[config.mk]
export PLATFORM = sky130hd
export DESIGN_NAME = acs_host
export DESIGN_NICKNAME = d
export VERILOG_FILES = /design/src/core/acs_pkg.sv /design/src/core/acs_host.sv
export SDC_FILE = /design/constraint.sdc
export NUM_CORES = 1
export LEC_CHECK = 0
export BUFFER_PORTS_ARGS = -buffer_cell sky130_fd_sc_hd__buf_2
export CAP_MARGIN = 20
export CORE_MARGIN = 2
export CORE_UTILIZATION = 50
export CTS_CLUSTER_DIAMETER = 60
export DETAILED_ROUTE_END_ITERATION = 8
export PLACE_DENSITY_LB_ADDON = 0.08
export SLEW_MARGIN = 20
export SYNTH_ARGS = -nofsm -noshare
export SYNTH_HDL_FRONTEND = slang
export SYNTH_SLANG_ARGS = --single-unit
[constraint.sdc]
create_clock -name REF_CLK -period 2.52 [get_ports REF_CLK]
set_clock_uncertainty 0.15 [all_clocks]
set_input_delay 0.63 -clock REF_CLK [delete_from_list [all_inputs] [get_ports REF_CLK]]
set_output_delay 0.63 -clock REF_CLK [all_outputs]
set_load 0.03 [all_outputs]
[src/core/acs_pkg.sv]
// constants, register map and types shared by the chip-select serial readout host
// assumes a 100 MHz REF_CLK and a zero-wait APB slave port
package acs_pkg;

    // ****************************************
    // clock and pin timing
    // ****************************************
    localparam int CLK_PERIOD_NS = 10;
    localparam int CNV_PULSE_NS = 20;
    localparam int CONV_MAX_NS = 500;
    localparam int QUIET1_NS = 60;
    localparam int QUIET2_NS = 60;
    localparam int BUSY_MARGIN_NS = 200;
    // a pulse that must end early rounds down, a wait rounds up
    localparam int CNV_PULSE_CYC = (CNV_PULSE_NS / CLK_PERIOD_NS) < 1 ? 1 :
        (CNV_PULSE_NS / CLK_PERIOD_NS);
    localparam int CONV_MAX_CYC = (CONV_MAX_NS + CLK_PERIOD_NS - 1) / CLK_PERIOD_NS;
    localparam int QUIET1_CYC = (QUIET1_NS + CLK_PERIOD_NS - 1) / CLK_PERIOD_NS;
    localparam int QUIET2_CYC = (QUIET2_NS + CLK_PERIOD_NS - 1) / CLK_PERIOD_NS;
    localparam int BUSY_TIMEOUT_CYC = CONV_MAX_CYC +
        (BUSY_MARGIN_NS + CLK_PERIOD_NS - 1) / CLK_PERIOD_NS;
    localparam int SCK_HALF_CYC = 4;
    localparam int CNT_W = 10;

    // ****************************************
    // register map
    // ****************************************
    localparam logic [7:0] OFS_CTRL = 8'h00;
    localparam logic [7:0] OFS_STATUS = 8'h04;
    localparam logic [7:0] OFS_DATA = 8'h08;
    localparam int CTRL_START_BIT = 0;
    localparam int CTRL_MODE_LSB = 1;
    localparam int CTRL_STAT_EN_BIT = 3;
    localparam int STAT_BUSY_BIT = 0;
    localparam int STAT_DONE_BIT = 1;
    localparam int STAT_TMO_BIT = 2;
    localparam int STAT_PREV_BIT = 3;
    localparam int STAT_DEV_LSB = 4;
    // device status word layout
    localparam int DEV_OV_CLAMP_BIT = 5;
    localparam int DEV_SPAN_BIT = 4;
    localparam int DEV_HIZ_BIT = 3;
    localparam int DEV_PREV_EN_BIT = 2;
    localparam logic [31:0] REG_RST = 32'h0;

    typedef enum logic [1:0] {
        MODE_3W_BUSY,
        MODE_4W_PREV,
        MODE_4W_NOBUSY,
        MODE_4W_BUSY
    } acs_mode_t;

endpackage

[src/core/acs_host.sv]
// host controller for a 16-bit converter read out in chip-select modes
// assumes a pull-up on the result line and one converter on the select line
`timescale 1ns/1ps

module acs_host #(
    parameter int RESULT_BITS = 16,
    parameter int STATUS_BITS = 6
) (
    input wire logic REF_CLK,
    input wire logic RST,
    input wire logic PSEL,
    input wire logic PENABLE,
    input wire logic PWRITE,
    input wire logic [7:0] PADDR,
    input wire logic [31:0] PWDATA,
    output logic [31:0] PRDATA,
    output logic PREADY,
    output logic PSLVERR,
    output logic CONVERSION_TRIGGER,
    output logic SERIAL_IN_SELECT,
    output logic SERIAL_CLOCK,
    input wire logic SERIAL_RESULT_OUT
);
    import acs_pkg::*;

    localparam int SH_W = RESULT_BITS + STATUS_BITS;

    typedef enum logic [2:0] {
        ST_IDLE,
        ST_TRIG,
        ST_CONV,
        ST_SHIFT,
        ST_FINISH,
        ST_QUIET
    } acs_state_t;

    function automatic logic is_busy(input acs_mode_t m);
        is_busy = (m == MODE_3W_BUSY) || (m == MODE_4W_BUSY);
    endfunction

    function automatic logic [4:0] frame_pulses(input acs_mode_t m, input logic st_en);
        logic [4:0] n;
        n = st_en ? 5'(SH_W) : 5'(RESULT_BITS);
        // busy modes get one more pulse: its falling edge puts out the first bit
        frame_pulses = is_busy(m) ? n + 5'h01 : n;
    endfunction

    // ****************************************
    // signals
    // ****************************************
    acs_state_t state_reg;
    acs_mode_t mode_reg;
    acs_mode_t frame_mode_reg;
    logic stat_en_reg;
    logic frame_stat_reg;
    logic start_reg;
    logic cnv_reg;
    logic sdi_reg;
    logic sck_reg;
    logic [CNT_W-1:0] cnt_reg;
    logic [2:0] phase_reg;
    logic [4:0] pulse_reg;
    logic [SH_W-1:0] shift_reg;
    logic [RESULT_BITS-1:0] result_reg;
    logic [STATUS_BITS-1:0] dev_stat_reg;
    logic done_reg;
    logic tmo_reg;
    logic prev_reg;
    logic sdo_meta_reg;
    logic sdo_sync_reg;
    logic [31:0] prdata_reg;
    logic wr_en;
    logic rd_setup;
    logic addr_ok;
    logic half_end;
    logic shift_done;
    logic conv_timeout;

    assign wr_en = PSEL && PENABLE && PWRITE;
    assign rd_setup = PSEL && !PENABLE && !PWRITE;
    assign addr_ok = (PADDR == OFS_CTRL) || (PADDR == OFS_STATUS) || (PADDR == OFS_DATA);
    assign half_end = (phase_reg == 3'(SCK_HALF_CYC - 1));
    assign shift_done = (state_reg == ST_SHIFT) && half_end && sck_reg &&
        (pulse_reg + 5'h01 == frame_pulses(frame_mode_reg, frame_stat_reg));
    assign conv_timeout = (state_reg == ST_CONV) && is_busy(frame_mode_reg) &&
        sdo_sync_reg && (cnt_reg >= CNT_W'(BUSY_TIMEOUT_CYC));

    assign PREADY = 1'b1;
    assign PSLVERR = PSEL && PENABLE && !addr_ok;
    assign PRDATA = prdata_reg;
    assign CONVERSION_TRIGGER = cnv_reg;
    assign SERIAL_IN_SELECT = sdi_reg;
    assign SERIAL_CLOCK = sck_reg;

    // ****************************************
    // result line synchroniser
    // ****************************************
    always_ff @(posedge REF_CLK) begin
        if (RST) begin
            sdo_meta_reg <= 1'b1;
            sdo_sync_reg <= 1'b1;
        end else begin
            sdo_meta_reg <= SERIAL_RESULT_OUT;
            sdo_sync_reg <= sdo_meta_reg;
        end
    end

    // ****************************************
    // apb registers
    // ****************************************
    always_ff @(posedge REF_CLK) begin
        if (RST) begin
            mode_reg <= MODE_3W_BUSY;
            stat_en_reg <= REG_RST[0];
            start_reg <= 1'b0;
        end else begin
            start_reg <= 1'b0;
            if (wr_en && PADDR == OFS_CTRL) begin
                // selecting previous-result mode drops the busy handshake
                mode_reg <= acs_mode_t'(PWDATA[CTRL_MODE_LSB +: 2]);
                stat_en_reg <= PWDATA[CTRL_STAT_EN_BIT];
                start_reg <= PWDATA[CTRL_START_BIT];
            end
        end
    end

    // read data is prepared in the setup cycle so the access cycle needs no wait
    always_ff @(posedge REF_CLK) begin
        if (RST) begin
            prdata_reg <= REG_RST;
        end else if (rd_setup) begin
            prdata_reg <= REG_RST;
            case (PADDR)
                OFS_CTRL: begin
                    prdata_reg[CTRL_MODE_LSB +: 2] <= mode_reg;
                    prdata_reg[CTRL_STAT_EN_BIT] <= stat_en_reg;
                end
                OFS_STATUS: begin
                    prdata_reg[STAT_BUSY_BIT] <= (state_reg != ST_IDLE);
                    prdata_reg[STAT_DONE_BIT] <= done_reg;
                    prdata_reg[STAT_TMO_BIT] <= tmo_reg;
                    prdata_reg[STAT_PREV_BIT] <= prev_reg;
                    prdata_reg[STAT_DEV_LSB +: STATUS_BITS] <= dev_stat_reg;
                end
                OFS_DATA: begin
                    prdata_reg[RESULT_BITS-1:0] <= result_reg;
                end
                default: begin
                    prdata_reg <= REG_RST;
                end
            endcase
        end
    end

    // ****************************************
    // frame sequencer and pins
    // ****************************************
    always_ff @(posedge REF_CLK) begin
        if (RST) begin
            state_reg <= ST_IDLE;
            frame_mode_reg <= MODE_3W_BUSY;
            frame_stat_reg <= 1'b0;
            cnv_reg <= 1'b0;
            sdi_reg <= 1'b1;
            cnt_reg <= '0;
        end else begin
            if (cnt_reg != '1) begin
                cnt_reg <= cnt_reg + 1'b1;
            end
            case (state_reg)
                ST_IDLE: begin
                    // start requests while a frame runs are dropped
                    if (start_reg) begin
                        frame_mode_reg <= mode_reg;
                        frame_stat_reg <= stat_en_reg;
                        cnv_reg <= 1'b1;
                        sdi_reg <= 1'b1;
                        cnt_reg <= '0;
                        state_reg <= ST_TRIG;
                    end
                end
                ST_TRIG: begin
                    if (cnt_reg >= CNT_W'(CNV_PULSE_CYC - 1)) begin
                        case (frame_mode_reg)
                            MODE_3W_BUSY: cnv_reg <= 1'b0;
                            MODE_4W_BUSY: sdi_reg <= 1'b0;
                            default: sdi_reg <= 1'b1;
                        endcase
                        state_reg <= ST_CONV;
                    end
                end
                ST_CONV: begin
                    case (frame_mode_reg)
                        MODE_4W_PREV: begin
                            // select falls after the quiet time
                            if (cnt_reg >= CNT_W'(QUIET1_CYC)) begin
                                sdi_reg <= 1'b0;
                                state_reg <= ST_SHIFT;
                            end
                        end
                        MODE_4W_NOBUSY: begin
                            // no clock until the longest conversion is over
                            if (cnt_reg >= CNT_W'(CONV_MAX_CYC)) begin
                                sdi_reg <= 1'b0;
                                state_reg <= ST_SHIFT;
                            end
                        end
                        default: begin
                            // the low level on the pulled-up line ends the wait
                            if (!sdo_sync_reg) begin
                                state_reg <= ST_SHIFT;
                            end else if (conv_timeout) begin
                                state_reg <= ST_FINISH;
                            end
                        end
                    endcase
                end
                ST_SHIFT: begin
                    if (shift_done) begin
                        state_reg <= ST_FINISH;
                    end
                end
                ST_FINISH: begin
                    // in 4-wire frames the trigger stays high until the conversion that it started is over
                    if (cnt_reg >= CNT_W'(CONV_MAX_CYC)) begin
                        cnv_reg <= 1'b0;
                        sdi_reg <= 1'b1; // released at once, no overlap
                        cnt_reg <= '0;
                        state_reg <= ST_QUIET;
                    end
                end
                ST_QUIET: begin
                    if (cnt_reg >= CNT_W'(QUIET2_CYC)) begin
                        state_reg <= ST_IDLE;
                    end
                end
                default: begin
                    state_reg <= ST_IDLE;
                end
            endcase
        end
    end

    // ****************************************
    // serial clock and bit capture
    // ****************************************
    always_ff @(posedge REF_CLK) begin
        if (RST) begin
            sck_reg <= 1'b0;
            phase_reg <= '0;
            pulse_reg <= '0;
            shift_reg <= '0;
        end else if (state_reg != ST_SHIFT) begin
            sck_reg <= 1'b0;
            phase_reg <= '0;
            pulse_reg <= '0;
        end else if (half_end) begin
            phase_reg <= '0;
            sck_reg <= !sck_reg;
            if (sck_reg) begin
                pulse_reg <= pulse_reg + 5'h01; // busy frames add one pulse
                // sampled at the end of the high phase, the bit has stood a full half period
                if (!is_busy(frame_mode_reg) || pulse_reg != 5'h00) begin
                    shift_reg <= {shift_reg[SH_W-2:0], sdo_sync_reg};
                end
            end
        end else begin
            phase_reg <= phase_reg + 3'h1;
        end
    end

    always_ff @(posedge REF_CLK) begin
        if (RST) begin
            result_reg <= '0;
            dev_stat_reg <= '0;
            done_reg <= 1'b0;
            tmo_reg <= 1'b0;
            prev_reg <= 1'b0;
        end else begin
            if (wr_en && PADDR == OFS_STATUS) begin
                done_reg <= done_reg && !PWDATA[STAT_DONE_BIT];
                tmo_reg <= tmo_reg && !PWDATA[STAT_TMO_BIT];
            end
            // a completing frame wins over a clear in the same cycle
            if (state_reg == ST_SHIFT && state_reg != ST_IDLE && shift_done) begin
                done_reg <= 1'b1;
                prev_reg <= (frame_mode_reg == MODE_4W_PREV);
                if (frame_stat_reg) begin
                    // the last sample is still entering the register
                    result_reg <= shift_reg[SH_W-2:STATUS_BITS-1];
                    dev_stat_reg <= {shift_reg[STATUS_BITS-2:0], sdo_sync_reg};
                end else begin
                    result_reg <= {shift_reg[RESULT_BITS-2:0], sdo_sync_reg};
                end
            end
            if (conv_timeout) begin
                tmo_reg <= 1'b1;
            end
        end
    end

    // ****************************************
    // checks
    // ****************************************
    logic [CNT_W-1:0] gap_reg;
    always_ff @(posedge REF_CLK) begin
        if (RST || (sck_reg && half_end && state_reg == ST_SHIFT)) begin
            gap_reg <= '0;
        end else if (gap_reg != '1) begin
            gap_reg <= gap_reg + 1'b1;
        end
    end
endmodule

==> flow_metrics.env <==
export IMPL_globalRouteOverflowTotal=0
export IMPL_drv_cap=0
export IMPL_htreeDepth=3
export IMPL_arrival_ns=2.54
export IMPL_via_per_inst=5.53
export IMPL_crit_start="pulse_reg[1]"
export IMPL_num_vias=3678
export IMPL_antenna_found_initial=0
export IMPL_clk_root_buffer_cell="clkbuf_8"
export IMPL_nFillCells=819
export IMPL_path_cells="inv_1 > ha_4 > or4b_1 > o22a_1 > a211oi_4 > buf_6 > o311ai_1 > o311a_1"
export IMPL_powerDensity_mw_per_mm2=607
export IMPL_synth_compound_area_share_pct=15.1
export IMPL_fmax_mhz=411
export IMPL_yosys_area_share_simple_pct=19.3
export IMPL_rows=34
export IMPL_die_area_sq_mm=0.00994
export IMPL_avgSynthCellArea_sq_um=8.97
export IMPL_cts_tree="done"
export IMPL_synthFlopType="dfxtp_1"
export IMPL_yosysTopAreaCell="dfxtp_1"
export IMPL_ant_nets=0
export IMPL_leakage_nw=1.90
export IMPL_grt_max_degree=71
export IMPL_hp_class="flip-flop to flip-flop"
export IMPL_synth_cell_types=56
export IMPL_io_pins=83
export IMPL_synth_area_leaders="dfxtp_1 (42%), mux2i_1 (11%), nor2_1 (6.9%)"
export IMPL_cts_sinks=95
export IMPL_worstSetupPathType="flip-flop to flip-flop"
export IMPL_rsz0062_at_grt="false"
export IMPL_rr_worst_depth=8
export IMPL_gp_congestion=0.891
export IMPL_r2r_slack_ns=0.09
export IMPL_grt_pass1_wl_um=16600
export IMPL_design_area_sq_mm=0.00520
export IMPL_fp_dieH_um=99.7
export IMPL_cp_start_kind="flip-flop"
export IMPL_tritoncts_num_buffers=9
export IMPL_drive_gt1_share_pct=19.9
export IMPL_slew_headroom_pct=47.9
export IMPL_required_ns=2.63
export IMPL_netlist_area_sq_mm=0.00458
export IMPL_outcome="finished clean"
export IMPL_yosysTopAreaCellShare_pct=41.6
export IMPL_largest_reg_flops=21
export IMPL_clkTransAtPathRegs_ns=0.10
export IMPL_worstMarginPinSlew_ns=0.771
export IMPL_wl_per_cell_um=15.1
export IMPL_clockBufferDepth=2
export IMPL_start_util_pct=52.0
export IMPL_synth_edf_count=0
export IMPL_slew_violations=0
export IMPL_async_flop_share_pct=0
export IMPL_synth_most_common_cell="dfxtp_1"
export IMPL_finalWirelength_um=10100
export IMPL_n_antenna_cell=0
export IMPL_synthMuxAreaShare_pct=10.7
export IMPL_core_area_sq_mm=0.00881
export IMPL_dp_hpwl_um=6910
export IMPL_drt_iter0_drc=136
export IMPL_cp_slowest_cell="or4b_1"
export IMPL_fin_nets=610
export IMPL_vdd_drop_max_v=0.000306
export IMPL_endpoint="state_reg[1]"
export IMPL_die_w_um=99.7
export IMPL_total_power_mw=3.16
export IMPL_syn_inst=510
export IMPL_grt_use_total_pct=20.8
export IMPL_post_dp_cell_area_sq_mm=0.00492
export IMPL_grt_pass1_vias=3400
export IMPL_portBuffers=37
export IMPL_synth_xor_area_share_pct=2.10
export IMPL_clk_latency_ns=0.36
export IMPL_drc=0
export IMPL_synth_top_family_by_area="simple AND/OR/NAND/NOR gates"
export IMPL_synth_common_cells="dfxtp_1 (95), nor2_1 (84), mux2i_1 (49)"
export IMPL_critPathCaptureType="flip-flop"
export IMPL_hold_buffers=0
export IMPL_ys_seq_area_share_pct=41.6
export IMPL_synth_seq_cells=95
export IMPL_yosysWarnings=0
export IMPL_critPathMaxFanout=5
export IMPL_critPathMaxStageDelay_ns=0.47
export IMPL_syn_to_final_growth_pct=13.7
export IMPL_setup_viol=0
export IMPL_synth_fa_ha_area_share_pct=3.28
export IMPL_dr_pass1_iters=4
export IMPL_worstReg2RegStart="pulse_reg[1]"
export IMPL_period_needed_ns=2.43
export IMPL_timing_rr_end="state_reg[1]"
export IMPL_finalHoldViolations=0
export IMPL_finalCritPeriodShare_pct=96.6
[metrics by stage]
stage | std cells | TNS, ns | hold slack, ns | setup slack (ns) | utilization, %
2_1_floorplan | 525 | 0 | 0.239 | 0.00502 | -
3_3_place_gp | 646 | -0.275 | 0.241 | -0.0438 | 55.9
3_5_place_dp | 646 | -0.964 | 0.248 | -0.0732 | 55.9
4_1_cts | 666 | 0 | 0.264 | 0.0187 | 59.1
5_1_grt | 665 | 0 | 0.294 | 0.00803 | 59.1
6_report | 665 | 0 | 0.259 | 0.0858 | 59.1
[power by group]
part           total, mW  switching, mW  internal, mW
registers           1.57         0.0332          1.53
logic              0.523          0.328         0.195
clock network       1.07          0.567         0.503
[cell families after synthesis]
group / count (synthesis)
XOR/XNOR: 11
multiplexers: 49
AND/OR/NAND/NOR: 183
other: 2
buffers and inverters: 69
AO/OA/AOI/OAI: 89
adder cells (fa/ha/maj): 12
flip-flops: 95
[how the worst min path moves through the flow]
stage | to | from | cells after the start | slack, ns
global placement | sdo_sync_reg | sdo_meta_reg | 1 | 0.24
floorplan | sdo_sync_reg | sdo_meta_reg | 1 | 0.24
detailed placement | sdo_sync_reg | sdo_meta_reg | 1 | 0.25
CTS | sdo_sync_reg | sdo_meta_reg | 1 | 0.26
finish | sdo_sync_reg | sdo_meta_reg | 1 | 0.26
global route | sdo_sync_reg | sdo_meta_reg | 1 | 0.29
[placed cells by master (no fill, tap or decap), drive strengths merged, types with 3 or more instances in the layout]
| master | instances |
|---|---|
| xnor2 | 8 |
| nor2b | 3 |
| or3 | 5 |
| o21ai | 9 |
| conb | 17 |
| buf | 68 |
| xor2 | 3 |
| nand3 | 19 |
| a21oi | 20 |
| nor4 | 6 |
| a221oi | 7 |
| dfxtp | 95 |
| inv | 20 |
| nand4 | 4 |
| nor3b | 7 |
| a22oi | 5 |
| nor2 | 84 |
| nor3 | 19 |
| mux2i | 49 |
| a211oi | 19 |
| clkbuf | 10 |
| ha | 12 |
| a21bo | 7 |
| nand2 | 17 |
| a2111oi | 3 |
[what timing repair did]
action	4_1_cts	5_1_grt
endpoints found under the setup margin	24	23
setup buffers	3	0
resized for setup	5	6
pin swaps	5	2
gates cloned	1	0
[layer usage]
layer,wire length [um],share of wire [%],GRT usage (%)
met5,0,0,0
met4,144,1.4,8.01
met3,417,4.1,3.23
met2,4230,42,30.2
met1,5280,52,30.9
[worst max-delay path, delay by kind of cell, from the launching register on]
family	cells	cell delay, ns
compound gates	4	0.89
simple gates	1	0.47
flops	1	0.33
buf+inv	2	0.26
fa+ha+maj	1	0.22
[area by class of cell]
| cell class | count | area [sq um] | share of cell area, % |
|---|---|---|---|
| Multi-Input combinational cell | 361 | 2410 | 46.4 |
| Sequential cell | 95 | 1910 | 36.6 |
| Timing Repair Buffer | 68 | 472 | 9.06 |
| Clock buffer | 10 | 138 | 2.64 |
| Tap cell | 108 | 135 | 2.60 |
| Clock inverter | 6 | 76.3 | 1.47 |
| Inverter | 17 | 63.8 | 1.23 |
Power figures use the tool's default switching activity.
